## config.mk

```make
export PLATFORM = sky130hd
export DESIGN_NAME = tms_top
export DESIGN_NICKNAME = d
export VERILOG_FILES = /design/src/tms_chan.v /design/src/tms_sync.v /design/src/tms_top.v
export VERILOG_INCLUDE_DIRS = /design/src
export SDC_FILE = /design/constraint.sdc
export NUM_CORES = 1
export LEC_CHECK = 0
export ABC_CLOCK_PERIOD_IN_PS = 4200
export BUFFER_PORTS_ARGS = -buffer_cell sky130_fd_sc_hd__buf_2
export CAP_MARGIN = 20
export CORE_UTILIZATION = 35
export CTS_BUF_LIST = sky130_fd_sc_hd__clkbuf_16
export CTS_CLUSTER_DIAMETER = 200
export CTS_CLUSTER_SIZE = 16
export DETAILED_ROUTE_END_ITERATION = 7
export GPL_TIMING_DRIVEN = 0
export PLACE_DENSITY = 0.61
export SYNTH_ARGS = -nofsm -noshare
export SYNTH_HDL_FRONTEND = slang
export SYNTH_SLANG_ARGS = --single-unit
```

## constraint.sdc

```tcl
create_clock -name mclk -period 4.2 [get_ports mclk]
set_clock_uncertainty 0.2 [all_clocks]
set_input_delay 0.42 -clock mclk [delete_from_list [all_inputs] [get_ports mclk]]
set_output_delay 0.42 -clock mclk [all_outputs]
set_load 0.02 [all_outputs]
```

## src/tms_consts.vh

```
// Register map, field positions, reset values and timing constants of the temperature monitor status block.
// Overview of operation
// - Flag register at pointer 02h is read only, writes ignored, resets to zero.
// - Bit D7 reads 1 while a conversion runs; first conversion starts right after reset.
// - Bit D2 latches when an open remote diode is seen during a remote conversion.
// - Bit D1 sets above remote critical limit, clears at limit minus hysteresis.
// - Bit D0 sets above local critical limit, clears at limit minus hysteresis.
// - In alert mode D6 and D4 latch when high limits are exceeded.
// - In second over-temperature mode D6 and D4 follow high limits with hysteresis.
// - D5 and D3 latch below low limits in either pin mode.
// - Latched flags clear on flag read or reset, only if cause has gone.
// - Non-latched flags show current state, update at conversion end, ignore reads.
// - Flag reads never release the alert output; alert response release does.
// - In alert mode a rising alert-class flag drives the alert output low.
// - Configuration written at 09h, read at 03h, resets to 00h.
// - Bit 7 masks the alert pin in alert mode only; alert state is kept.
// - Bit 6 stops conversions at once; clearing it resumes continuous conversion.
// - While shut down, a one-shot write starts a single conversion.
// - Bit 5 set makes the output a second over-temperature output from high flags.
// - Bit 2 selects standard or extended result range.
// - Register 1Ah sets local resolution and conversion time 12.5 to 100 ms.
// - Resolution register resets to 1Ch; host keeps bits 2-4 one, 5-7 zero.
// - Hysteresis register at 21h, unsigned, resets to 0Ah.
// - Any write to 0Fh while shut down converts both channels once, stores nothing.
`ifndef TMS_CONSTS_VH
`define TMS_CONSTS_VH
`define TMS_PTR_FLAGS    8'h02
`define TMS_PTR_CFG_RD   8'h03
`define TMS_PTR_CFG_WR   8'h09
`define TMS_PTR_ONESHOT  8'h0F
`define TMS_PTR_RES      8'h1A
`define TMS_PTR_HYST     8'h21
`define TMS_FLAGS_RST    8'h00
`define TMS_CFG_RST      8'h00
`define TMS_CFG_WMASK    8'hE4
`define TMS_RES_RST      8'h1C
`define TMS_HYST_RST     8'h0A
`define TMS_CFG_MASK     7
`define TMS_CFG_SD       6
`define TMS_CFG_ALTH     5
`define TMS_CFG_RANGE    2
`define TMS_MCLK_NS      5
`define TMS_CONV9_US     12500
`define TMS_REMOTE_US    12500
`define TMS_IDLE_US      1000
`define TMS_FAULT_QUEUE  8'h01
`endif

```

## src/tms_chan.v

```verilog
// Limit comparators and flags of one measurement channel.
`timescale 1ns/100ps
module tms_chan (
  input  wire       mclk,
  input  wire       rst,
  input  wire       upd,
  input  wire       rd_clr,
  input  wire       critical_limit_mode,
  input  wire [7:0] temp,
  input  wire [7:0] high_lim,
  input  wire [7:0] low_lim,
  input  wire [7:0] crit_lim,
  input  wire [7:0] hyst,
  output wire       out_now,
  output reg        high_q,
  output reg        low_q,
  output reg        crit_q
);
  reg        hi_now_q;
  reg        lo_now_q;
  wire [7:0] hi_rel;
  wire [7:0] cr_rel;
  wire       above_hi;
  wire       below_lo;

  // Release thresholds saturate at zero so a large hysteresis cannot wrap.
  assign hi_rel   = (high_lim > hyst) ? (high_lim - hyst) : 8'h00;
  assign cr_rel   = (crit_lim > hyst) ? (crit_lim - hyst) : 8'h00;
  assign above_hi = temp > high_lim;
  assign below_lo = temp < low_lim;
  assign out_now  = above_hi | below_lo;

  // Latched flags: a new excursion wins over a clearing read in the same cycle.
  always @(posedge mclk or posedge rst)
  begin
    if (rst)
    begin
      high_q   <= 1'b0;
      low_q    <= 1'b0;
      crit_q   <= 1'b0;
      hi_now_q <= 1'b0;
      lo_now_q <= 1'b0;
    end
    else
    begin
      if (upd)
      begin
        crit_q   <= (temp > crit_lim) | (crit_q & (temp > cr_rel));
        hi_now_q <= above_hi;
        lo_now_q <= below_lo;
      end
      if (critical_limit_mode)
      begin
        if (upd)
          high_q <= above_hi | (high_q & (temp > hi_rel));
      end
      else if (upd && above_hi)
        high_q <= 1'b1;
      else if (rd_clr && !hi_now_q)
        high_q <= 1'b0;
      if (upd && below_lo)
        low_q <= 1'b1;
      else if (rd_clr && !lo_now_q)
        low_q <= 1'b0;
    end
  end
endmodule // tms_chan

```

## src/tms_sync.v

```verilog
// Two-stage synchroniser for one level from outside the clock domain.
`timescale 1ns/100ps
module tms_sync (
  input  wire mclk,
  input  wire rst,
  input  wire din,
  output reg  dout_q
);
  reg meta_q;

  // The first stage feeds only the second stage.
  always @(posedge mclk or posedge rst)
  begin
    if (rst)
    begin
      meta_q <= 1'b0;
      dout_q <= 1'b0;
    end
    else
    begin
      meta_q <= din;
      dout_q <= meta_q;
    end
  end
endmodule // tms_sync

```

## src/tms_top.v

```verilog
// Status flags, configuration, resolution, hysteresis and conversion sequencing of the monitor.
`timescale 1ns/100ps
`include "tms_consts.vh"
module tms_top #(
  parameter [31:0] CONV9_CYC   = (`TMS_CONV9_US * 1000) / `TMS_MCLK_NS,
  parameter [31:0] REMOTE_CYC  = (`TMS_REMOTE_US * 1000) / `TMS_MCLK_NS,
  parameter [31:0] IDLE_CYC    = (`TMS_IDLE_US * 1000) / `TMS_MCLK_NS,
  parameter [7:0]  FAULT_QUEUE = `TMS_FAULT_QUEUE
) (
  input  wire       mclk,
  input  wire       rst,
  input  wire [7:0] reg_addr,
  input  wire       reg_wr,
  input  wire [7:0] reg_wdata,
  input  wire       reg_rd,
  output reg  [7:0] reg_rdata,
  output reg        reg_rvalid,
  input  wire       ara_ack,
  input  wire [7:0] adc_temp,
  input  wire       adc_open,
  input  wire [7:0] local_high_lim,
  input  wire [7:0] local_low_lim,
  input  wire [7:0] local_critical_limit,
  input  wire [7:0] remote_high_lim,
  input  wire [7:0] remote_low_lim,
  input  wire [7:0] remote_critical_limit,
  output wire       adc_conv,
  output wire       adc_chan,
  output wire [1:0] adc_res,
  output wire       adc_ext_range,
  input  wire       shared_alarm_output_din,
  output wire       shared_alarm_output_dout,
  output reg        shared_alarm_output_oe_n,
  output wire       alarm_line_level
);
  // Sequencer states.
  localparam [1:0] S_IDLE = 2'd0;
  localparam [1:0] S_LOC  = 2'd1;
  localparam [1:0] S_REM  = 2'd2;
  localparam [1:0] S_GAP  = 2'd3;

  reg  [7:0]  cfg_q;
  reg  [7:0]  res_q;
  reg  [7:0]  hyst_q;
  reg  [1:0]  state_q;
  reg  [1:0]  state_d;
  reg  [31:0] cnt_q;
  reg  [31:0] cnt_d;
  reg         single_q;
  reg         single_d;
  reg         upd_loc;
  reg         upd_rem;
  reg         open_q;
  reg         open_now_q;
  reg  [4:0]  prev_q;
  reg  [7:0]  cons_q;
  reg         alert_q;
  wire        shutdown_ctl;
  wire        pin_function_select;
  wire        alert_mask;
  wire        precision_select_hi;
  wire        precision_select_lo;
  wire        busy;
  wire        rd_clr;
  wire        oneshot_wr;
  wire [31:0] loc_cyc;
  wire        loc_high;
  wire        loc_low;
  wire        loc_crit;
  wire        rem_high;
  wire        rem_low;
  wire        rem_crit;
  wire        loc_oor;
  wire        rem_oor;
  wire [4:0]  alert_flags;
  wire        alert_rise;
  wire        armed;
  wire        alarm_drive;
  wire [7:0]  flags;

  // Configuration fields that steer the rest of the block.
  assign shutdown_ctl        = cfg_q[`TMS_CFG_SD];
  assign pin_function_select = cfg_q[`TMS_CFG_ALTH];
  assign alert_mask          = cfg_q[`TMS_CFG_MASK];
  assign precision_select_hi = res_q[1];
  assign precision_select_lo = res_q[0];

  // Register port decode; a flag read is the clearing event for latched flags.
  assign rd_clr     = reg_rd && (reg_addr == `TMS_PTR_FLAGS);
  assign oneshot_wr = reg_wr && (reg_addr == `TMS_PTR_ONESHOT);

  // Local conversion time doubles with each resolution step from the 9-bit time.
  assign loc_cyc = CONV9_CYC << {precision_select_hi, precision_select_lo};

  // Converter controls are driven straight from sequencer state and settings.
  assign busy          = (state_q == S_LOC) || (state_q == S_REM);
  assign adc_conv      = busy;
  assign adc_chan      = (state_q == S_REM);
  assign adc_res       = {precision_select_hi, precision_select_lo};
  assign adc_ext_range = cfg_q[`TMS_CFG_RANGE];

  // Writable registers. Reserved configuration bits are not stored and read zero.
  always @(posedge mclk or posedge rst)
  begin
    if (rst)
    begin
      cfg_q  <= `TMS_CFG_RST;
      res_q  <= `TMS_RES_RST;
      hyst_q <= `TMS_HYST_RST;
    end
    else if (reg_wr)
    begin
      case (reg_addr)
        `TMS_PTR_CFG_WR: cfg_q  <= reg_wdata & `TMS_CFG_WMASK;
        `TMS_PTR_RES:    res_q  <= reg_wdata;
        `TMS_PTR_HYST:   hyst_q <= reg_wdata;
        default:         cfg_q  <= cfg_q;
      endcase
    end
  end

  // Read data is captured one edge after the strobe; unmapped pointers read 00h.
  always @(posedge mclk or posedge rst)
  begin
    if (rst)
    begin
      reg_rdata  <= 8'h00;
      reg_rvalid <= 1'b0;
    end
    else
    begin
      reg_rvalid <= reg_rd;
      if (reg_rd)
      begin
        case (reg_addr)
          `TMS_PTR_FLAGS:  reg_rdata <= flags;
          `TMS_PTR_CFG_RD: reg_rdata <= cfg_q;
          `TMS_PTR_RES:    reg_rdata <= res_q;
          `TMS_PTR_HYST:   reg_rdata <= hyst_q;
          default:         reg_rdata <= 8'h00;
        endcase
      end
    end
  end

  // Conversion sequencer: local then remote, then an idle gap, unless shut down.
  // Setting shutdown aborts a free-running conversion at once rather than
  // finishing it; a one-shot conversion in progress is allowed to complete.
  always @*
  begin
    state_d  = state_q;
    cnt_d    = cnt_q;
    single_d = single_q;
    upd_loc  = 1'b0;
    upd_rem  = 1'b0;
    case (state_q)
      S_IDLE:
      begin
        if (!shutdown_ctl)
        begin
          state_d = S_LOC;
          cnt_d   = loc_cyc;
        end
        else if (oneshot_wr)
        begin
          state_d  = S_LOC;
          cnt_d    = loc_cyc;
          single_d = 1'b1;
        end
      end
      S_LOC:
      begin
        if (shutdown_ctl && !single_q)
          state_d = S_IDLE;
        else if (cnt_q <= 32'd1)
        begin
          upd_loc = 1'b1;
          state_d = S_REM;
          cnt_d   = REMOTE_CYC;
        end
        else
          cnt_d = cnt_q - 32'd1;
      end
      S_REM:
      begin
        if (shutdown_ctl && !single_q)
          state_d = S_IDLE;
        else if (cnt_q <= 32'd1)
        begin
          upd_rem = 1'b1;
          if (single_q || shutdown_ctl)
          begin
            state_d  = S_IDLE;
            single_d = 1'b0;
          end
          else
          begin
            state_d = S_GAP;
            cnt_d   = IDLE_CYC;
          end
        end
        else
          cnt_d = cnt_q - 32'd1;
      end
      S_GAP:
      begin
        if (shutdown_ctl)
          state_d = S_IDLE;
        else if (cnt_q <= 32'd1)
        begin
          state_d = S_LOC;
          cnt_d   = loc_cyc;
        end
        else
          cnt_d = cnt_q - 32'd1;
      end
      default:
      begin
        state_d  = S_IDLE;
        cnt_d    = 32'd0;
        single_d = 1'b0;
      end
    endcase
  end

  // Reset enters the gap with an empty count, so the first conversion starts
  // on the first edge after release.
  always @(posedge mclk or posedge rst)
  begin
    if (rst)
    begin
      state_q  <= S_GAP;
      cnt_q    <= 32'd0;
      single_q <= 1'b0;
    end
    else
    begin
      state_q  <= state_d;
      cnt_q    <= cnt_d;
      single_q <= single_d;
    end
  end

  // Per-channel comparators and flags.
  tms_chan u_local (
    .mclk       (mclk),
    .rst        (rst),
    .upd        (upd_loc),
    .rd_clr     (rd_clr),
    .critical_limit_mode (pin_function_select),
    .temp       (adc_temp),
    .high_lim   (local_high_lim),
    .low_lim    (local_low_lim),
    .crit_lim   (local_critical_limit),
    .hyst       (hyst_q),
    .out_now    (loc_oor),
    .high_q     (loc_high),
    .low_q      (loc_low),
    .crit_q     (loc_crit)
  );

  tms_chan u_remote (
    .mclk       (mclk),
    .rst        (rst),
    .upd        (upd_rem),
    .rd_clr     (rd_clr),
    .critical_limit_mode (pin_function_select),
    .temp       (adc_temp),
    .high_lim   (remote_high_lim),
    .low_lim    (remote_low_lim),
    .crit_lim   (remote_critical_limit),
    .hyst       (hyst_q),
    .out_now    (rem_oor),
    .high_q     (rem_high),
    .low_q      (rem_low),
    .crit_q     (rem_crit)
  );

  // Open-diode flag is only sampled at the end of a remote conversion.
  always @(posedge mclk or posedge rst)
  begin
    if (rst)
    begin
      open_q     <= 1'b0;
      open_now_q <= 1'b0;
    end
    else
    begin
      if (upd_rem)
        open_now_q <= adc_open;
      if (upd_rem && adc_open)
        open_q <= 1'b1;
      else if (rd_clr && !open_now_q)
        open_q <= 1'b0;
    end
  end

  // Flag register image, D7 down to D0.
  assign flags = {busy, loc_high, loc_low, rem_high, rem_low, open_q, rem_crit, loc_crit};

  // Alert-class flags and their rising edges.
  assign alert_flags = {loc_high, loc_low, rem_high, rem_low, open_q};
  assign alert_rise  = |(alert_flags & ~prev_q);
  assign armed       = (cons_q >= FAULT_QUEUE);

  // Consecutive out-of-limit conversions; any clean conversion restarts the run.
  always @(posedge mclk or posedge rst)
  begin
    if (rst)
    begin
      prev_q <= 5'h00;
      cons_q <= 8'h00;
    end
    else
    begin
      prev_q <= alert_flags;
      if (upd_loc || upd_rem)
      begin
        if ((upd_loc && loc_oor) || (upd_rem && (rem_oor || adc_open)))
          cons_q <= (cons_q == 8'hFF) ? cons_q : cons_q + 8'h01;
        else
          cons_q <= 8'h00;
      end
    end
  end

  // Alert state survives flag reads and is only released by the alert
  // response; a new rise in the release cycle keeps it set.
  always @(posedge mclk or posedge rst)
  begin
    if (rst)
      alert_q <= 1'b0;
    else if (!pin_function_select && alert_rise && armed)
      alert_q <= 1'b1;
    else if (ara_ack)
      alert_q <= 1'b0;
  end

  // Mask hides the alert only in alert mode; the pin is open drain.
  assign alarm_drive = pin_function_select ? (loc_high | rem_high)
                                           : (alert_q & ~alert_mask);

  always @(posedge mclk or posedge rst)
  begin
    if (rst)
      shared_alarm_output_oe_n <= 1'b1;
    else
      shared_alarm_output_oe_n <= ~alarm_drive;
  end

  // Open drain only ever pulls low.
  assign shared_alarm_output_dout = 1'b0;

  // The wired line can be held low by other devices, so its level is resynchronised.
  tms_sync u_line_sync (
    .mclk   (mclk),
    .rst    (rst),
    .din    (shared_alarm_output_din),
    .dout_q (alarm_line_level)
  );
endmodule // tms_top

```

==> qor.csv, run 1 <==
stage,metric,value,unit
place,placed wire-length estimate,18800,µm
floorplan,die width,158,µm
worst_setup_path,Startpoint Class,flip-flop,
clock_tree,# H-tree levels,3,
sta,setup TNS,0,ns
sta,max-slew violation count,0,
synthesis,Syn Std Cell Area,0.00854,mm²
clock_tree,clock-pin slew on the worst setup and hold paths,0.07,ns
synthesis,Mapped Cells,998,
flow_run,Max Cap Viol,0,
min_path,worst hold path class,in2reg,
worst_setup_path,"Top cell by count, worst path",a21o_1,
pwr,Pwr Density,233,mW/mm²
pwr,worst ir drop on vdd,197,µV
synthesis,Syn Nets,1206,
synthesis,ys flop type,dfrtp_1,
place,port bufs,94,
worst_setup_path,Crit path max-delay family,compound AO/OA/AOI/OAI gates,
worst_setup_path,slowest CP cell,dfstp_2,
sta,hold_ws,0.0650,ns
sta,RSZ-0062 raised after global routing,false,
place,GP Congestion,0.885,
layout,Area growth syn-to-layout,14.3,%
worst_setup_path,worst path bufs/invs,1,
sta,final hold violation count,0,
floorplan,die area,0.0250,mm²
synthesis,largest area contributor in the netlist,dfrtp_1,
grt,first-pass GRT wire length,39600,µm
clock_tree,clk sinks,93,
layout,ant diodes,0,
floorplan,I/O Pins,96,
clock_tree,clock tree buffer depth,2,
layout,nets,1317,
synthesis,synth warn,0,
sta,final worst-path cycle share,0.915,
sta,Worst-Margin Slew,1.04,ns
worst_setup_path,max incr delay on CP,0.62,ns
synthesis,Synth top cells by count,"125 x ha_1, 104 x inv_1, 85 x dfrtp_1, 83 x nand2_1, 63 x o21ai_0",
synthesis,"top cells by area, synth","dfrtp_1 25%, ha_1 18%, inv_1 4.6%",
grt,"Remaining Overflow, GRT",0,
clock_tree,clock root cell,clkbuf_16,
drt,routed via count,7794,
grt,Global Route Usage Sum,0.201,
drt,post-DR vias/cell,5.44,
worst_setup_path,Worst Path Max Fanout,7,
grt,initial antenna violation count,0,
worst_setup_path,Crit Path Class,reg2reg,
grt,largest net degree at the start of global routing,71,
clock_tree,CTS Buf Count,9,
floorplan,Die Y,158,µm
synthesis,mean post-synth cell area,8.56,µm²
worst_setup_path,Critical Path RT,4.23,ns
clock_tree,CTS tree,built,
floorplan,starting density of the core,0.361,
synthesis,area share of the largest cell type after synthesis,0.249,
layout,multi-input logic area,0.00570,mm²
pwr,leakage,4.47,nW
worst_setup_path,kind of end point of the critical path,flip-flop,
sta,post-route setup slack,0.358,ns
drt,WL/cell,17.0,µm
synthesis,Async SR Flop Fraction,1.00,
worst_setup_path,crit path cell chain,inv_1 -> fa_1 -> a21o_1 -> a21oi_1 -> o21ai_0 -> o211ai_1 -> a21oi_1 -> nand3_1 -> ha_1 -> a21o_1 -> a21o_1 -> nor3_1 -> o21ai_0 -> a22o_1,
place,pre-CTS WS,0.287,ns
pwr,total power,2.28,mW
synthesis,Post-synth EDFFs,0,
drt,DRC Markers,0,
layout,final instance area,0.00977,mm²
worst_setup_path,crit path DAT,3.88,ns
floorplan,Core Rows,56,
synthesis,post-synth cell types,79,
synthesis,sequential share of the synthesized area,0.274,
sta,min cycle time layout,3.84,ns
synthesis,#FFs+latches synth,93,
drt,post-route ant nets,0,
drt,final WL,24300,µm
layout,fillcell total,2477,
drt,violation count after the first detailed-routing iteration,619,
floorplan,core area,0.0237,mm²
sta,Final setup viols,0,
clock_tree,Post-CTS Setup Repair Bufs,0,
run_status,outcome,finished clean,
drt,first drt pass iteration count,5,
grt,vias in the first global route,7658,
place,placed instance area,0.00945,mm²
clock_tree,Clock Latency Late Sink,0.35,ns
layout,FF+latch area,0.00234,mm²
layout,share of layout cells above drive strength 1,0.154,
sta,Max Clk Rate,260,MHz
synthesis,cell with the most instances after synthesis,ha_1,
sta,Slew headroom,0.300,
-- path summary, 6_finish.rpt --
| check | startpoint | endpoint | slack [ns] | cells after the start |
|---|---|---|---|---|
| min in group asynchronous | rst | cnt_q[24] | 0.39 | 3 |
| max in group asynchronous | rst | shared_alarm_output_oe_n | 2.70 | 4 |
| setup reg to reg | hyst_q[1] | u_remote.crit_q | 0.36 | 14 |
| setup / recovery | hyst_q[1] | u_remote.crit_q | 0.36 | 14 |
| hold / removal | ara_ack | alert_q | 0.06 | 2 |
| hold reg to reg | u_line_sync.meta_q | u_line_sync.dout_q | 0.16 | 0 |
-- layout by cell type (no fill, tap or decap), types with 9 or more instances in the layout --
cell type,count
and3_1,11
dfrtp_1,85
nand3_1,28
inv_1,103
nor2b_1,19
clkbuf_16,9
nor3_1,28
ha_1,125
o31ai_1,12
nor2_1,55
nand4_1,27
buf_2,102
o22ai_1,18
nand2_1,83
mux2_2,20
xnor2_1,9
nand2b_1,14
o21ai_0,63
a22o_1,14
a21oi_1,55
clkbuf_1,14
or3_1,13
xor2_1,19
a21o_1,16
-- power by group --
part,total [mW],internal [mW],switching [mW]
Sequential,0.940,0.921,0.0189
Clock,0.793,0.411,0.381
Combinational,0.547,0.233,0.315
Total,2.28,1.57,0.715
-- cells by family after synthesis --
logic type      Yosys count  share of synthesized area
xor+xnor                 28                     0.0287
other cells               1                   0.000439
simple gates            327                      0.207
compound gates          268                      0.209
mux                      22                     0.0289
buf+inv                 130                     0.0598
flops                    93                      0.274
fa+ha+maj               129                      0.192
-- area by class of cell --
class                           instances  area share
Clock buffer                            9      0.0231
Inverter                              104      0.0402
Clock inverter                          7     0.00576
Timing Repair Buffer                  100      0.0551
Tap cell                              319      0.0409
Sequential cell                        93       0.239
Multi-Input combinational cell        775       0.583
Buffer                                 26      0.0123
-- sequential cells by signal, summed over array words and instances (netlist names), 2 cells and up --
| register | flops |
|---|---|
| cons_q | 8 |
| res_q | 8 |
| cnt_q | 32 |
| state_q | 2 |
| hyst_q | 8 |
| reg_rdata | 8 |
| prev_q | 5 |
| cfg_q | 4 |
-- per-stage QoR --
stage | std cells | utilization
4_1_cts | 1432 | 0.412
2_1_floorplan | 998 | -
5_1_grt | 1433 | 0.412
3_5_place_dp | 1413 | 0.399
6_report | 1433 | 0.412
3_3_place_gp | 1411 | 0.397
-- layer usage --
metal | vias up | GRT usage | wire, µm
met3 | 30 | 0.0274 | 1160
met2 | 218 | 0.327 | 11300
met4 | 0 | 0.0636 | 598
met1 | 3664 | 0.274 | 11300
met5 | - | 0 | 0
li1 | 3882 | - | -
-- repair_timing --
action | in CTS | in global routing
hold buffers | 3 | 0
endpoints found under the hold margin | 24 | 0
setup endpoints to repair | 0 | 1
gates resized for setup | 0 | 1
(Power assumes the default switching activity.)
==> inputs of run 2 (changes only) <==
CORE_ASPECT_RATIO = 0.75   (was default)
CTS_CLUSTER_SIZE = default   (was 16)
==> run 2 against run 1 <==
Sequential power up 0.4%. Wire length up 5.6%. Die area about the same. Sequential share of layout area down 0.13 points. Register-to-register slack worse by 0.12 ns. Non-clock buffer count up 1. Largest power group unchanged.
==> qor.csv, run 2 (same netlist as run 1, synthesis figures left out) <==
stage,metric,value,unit
run_status,outcome,finished clean,
floorplan,Core Rows,49,
place,placed wire-length estimate,20000,µm
clock_tree,# H-tree levels,3,
pwr,worst ir drop on vdd,168,µV
floorplan,Die Y,137,µm
place,GP Congestion,0.946,
min_path,hold_sp,ara_ack,
pwr,switch share,0.307,
sta,max-slew violation count,0,
pwr,Logic pwr share,0.235,
sta,final hold violation count,0,
floorplan,die width,182,µm
sta,final worst-path cycle share,0.943,
sta,RSZ-0062 raised after global routing,true,
sta,Max Clk Rate,253,MHz
worst_setup_path,r2r endpoint,u_remote.crit_q,
grt,largest net degree at the start of global routing,65,
clock_tree,Post-CTS Setup Repair Bufs,0,
drt,post-route ant nets,0,
layout,Reg with most FFs,cnt_q,
clock_tree,clock root cell,clkbuf_16,
worst_setup_path,Reg2Reg Depth,14,
pwr,net switching power,0.717,mW
drt,WL/cell,17.7,µm
layout,fillcell total,2402,
place,port bufs,94,
layout,"commonest cells after routing, fill and taps aside","125 x ha_1, 103 x inv_1, 101 x buf_2, 85 x dfrtp_1, 83 x nand2_1",
place,pre-CTS WS,0.221,ns
clock_tree,CTS tree,built,
sta,Slew headroom,0.283,
worst_setup_path,Startpoint Class,flip-flop,
layout,nets,1318,
worst_setup_path,crit path DAT,4.00,ns
drt,first drt pass iteration count,5,
drt,DRC Markers,0,
sta,post-route setup slack,0.240,ns
layout,share of layout cells above drive strength 1,0.156,
grt,Global Route Usage Sum,0.210,
drt,routed via count,7948,
clock_tree,CTS Buf Count,9,
clock_tree,Clock Latency Late Sink,0.36,ns
layout,Largest register FFs,32,
worst_setup_path,Worst Path Max Fanout,7,
floorplan,starting density of the core,0.356,
drt,post-DR vias/cell,5.49,
place,placed instance area,0.00947,mm²
grt,first-pass GRT wire length,40700,µm
floorplan,core area,0.0240,mm²
layout,FF+latch area,0.00234,mm²
worst_setup_path,Critical Path RT,4.24,ns
pwr,Pint,1.62,mW
grt,"Remaining Overflow, GRT",0,
min_path,worst hold path class,in2reg,
clock_tree,clock tree buffer depth,2,
sta,min cycle time layout,3.96,ns
layout,multi-input logic area,0.00570,mm²
floorplan,I/O Pins,96,
flow_run,Max Cap Viol,0,
layout,final instance area,0.00982,mm²
clock_tree,clock-pin slew on the worst setup and hold paths,0.07,ns
min_path,Hold Path Sink,alert_q,
pwr,Pwr Density,238,mW/mm²
drt,violation count after the first detailed-routing iteration,562,
floorplan,die area,0.0250,mm²
worst_setup_path,kind of end point of the critical path,flip-flop,
pwr,leakage,4.48,nW
worst_setup_path,worst r2r src,hyst_q[1],
pwr,clock share of power,0.361,
grt,vias in the first global route,7424,
drt,final WL,25700,µm
sta,Worst-Margin Slew,1.07,ns
min_path,hold path depth,2,
sta,Final setup viols,0,
worst_setup_path,Crit Path Class,reg2reg,
layout,"most common cell after layout, fill and taps aside",ha_1,
clock_tree,clk sinks,93,
worst_setup_path,R2R setup slack,0.24,ns
layout,Area growth syn-to-layout,14.9,%
grt,initial antenna violation count,2,
pwr,Seq pwr share,0.404,
-- run 2: cell count changes in the layout (fill, tap and decap cells not counted) --
cell / change
buf_2: -1
a21oi_1: -1
buf_4: +1
clkinvlp_4: -1
a21oi_2: +1
inv_8: -2
clkbuf_4: +1
clkinv_4: +2
diode_2: +2
bufinv_16: +1
-- run 2: worst max path at each step --
stage                          from         endpoint  cells after the start
final                     hyst_q[1]  u_remote.crit_q                     14
after global routing      hyst_q[1]  u_remote.crit_q                     14
after CTS                 hyst_q[1]  u_remote.crit_q                     14
after detailed placement  hyst_q[1]  u_remote.crit_q                     14
after global placement          rst        cons_q[6]                      2
after floorplan           hyst_q[1]  u_remote.crit_q                     14
-- run 2: per-layer routing --
layer  global-route usage  share of wire  up-vias
li1                     -              -     3899
met3               0.0328          0.064       25
met2                0.295           0.39      261
met4               0.0495          0.015        0
met5                    0              0        -
met1                0.328           0.53     3763
-- run 2: what timing repair did --
action / CTS / global route
resized for setup: 0 / 2
setup endpoints to repair: 0 / 2
endpoints found under the hold margin: 31 / 0
hold buffers: 3 / 0
-- run 2: power groups by stage --
stage,Clock [mW],Combinational (mW),Sequential [mW]
finish,0.844,0.549,0.944
global route,0.894,0.627,0.946
CTS,0.860,0.547,0.943
detailed placement,0,0.542,0.960
global placement,0,0.527,0.960
floorplan,0,0.363,0.955
-- run 2: per-stage QoR --
stage               hold slack [ns]  total power, mW  TNS (ns)  utilization  std cells
floorplan                     0.131             1.32         0            -        998
finish                       0.0563             2.34         0        0.410       1448
detailed placement            0.141             1.50         0        0.395       1426
CTS                          0.0412             2.35         0        0.409       1445
global route                 0.0384             2.47         0        0.410       1447
global placement              0.142             1.49    -10.32        0.393       1423
-- run 2: final cells by class --
cell class,instances,area share
diodes,2,0.000510
plain buffers,26,0.0122
clock buffers,9,0.0229
clock inverters,7,0.00752
inverters,104,0.0400
multi-input cells,775,0.581
flip-flops and latches,93,0.238
well taps,331,0.0422
repair buffers,101,0.0558
-- run 2: worst max-delay path, stage by stage, from the launching register on --
cell,delay (ns)
dfstp_2,0.64
inv_1,0.24
fa_1,0.50
a21o_1,0.18
a21oi_1,0.27
o21ai_0,0.13
o211ai_1,0.17
a21oi_2,0.16
nand3_1,0.13
ha_1,0.24
a21o_1,0.18
a21o_1,0.19
o21ai_0,0.22
o21ai_0,0.13
a22o_1,0.27
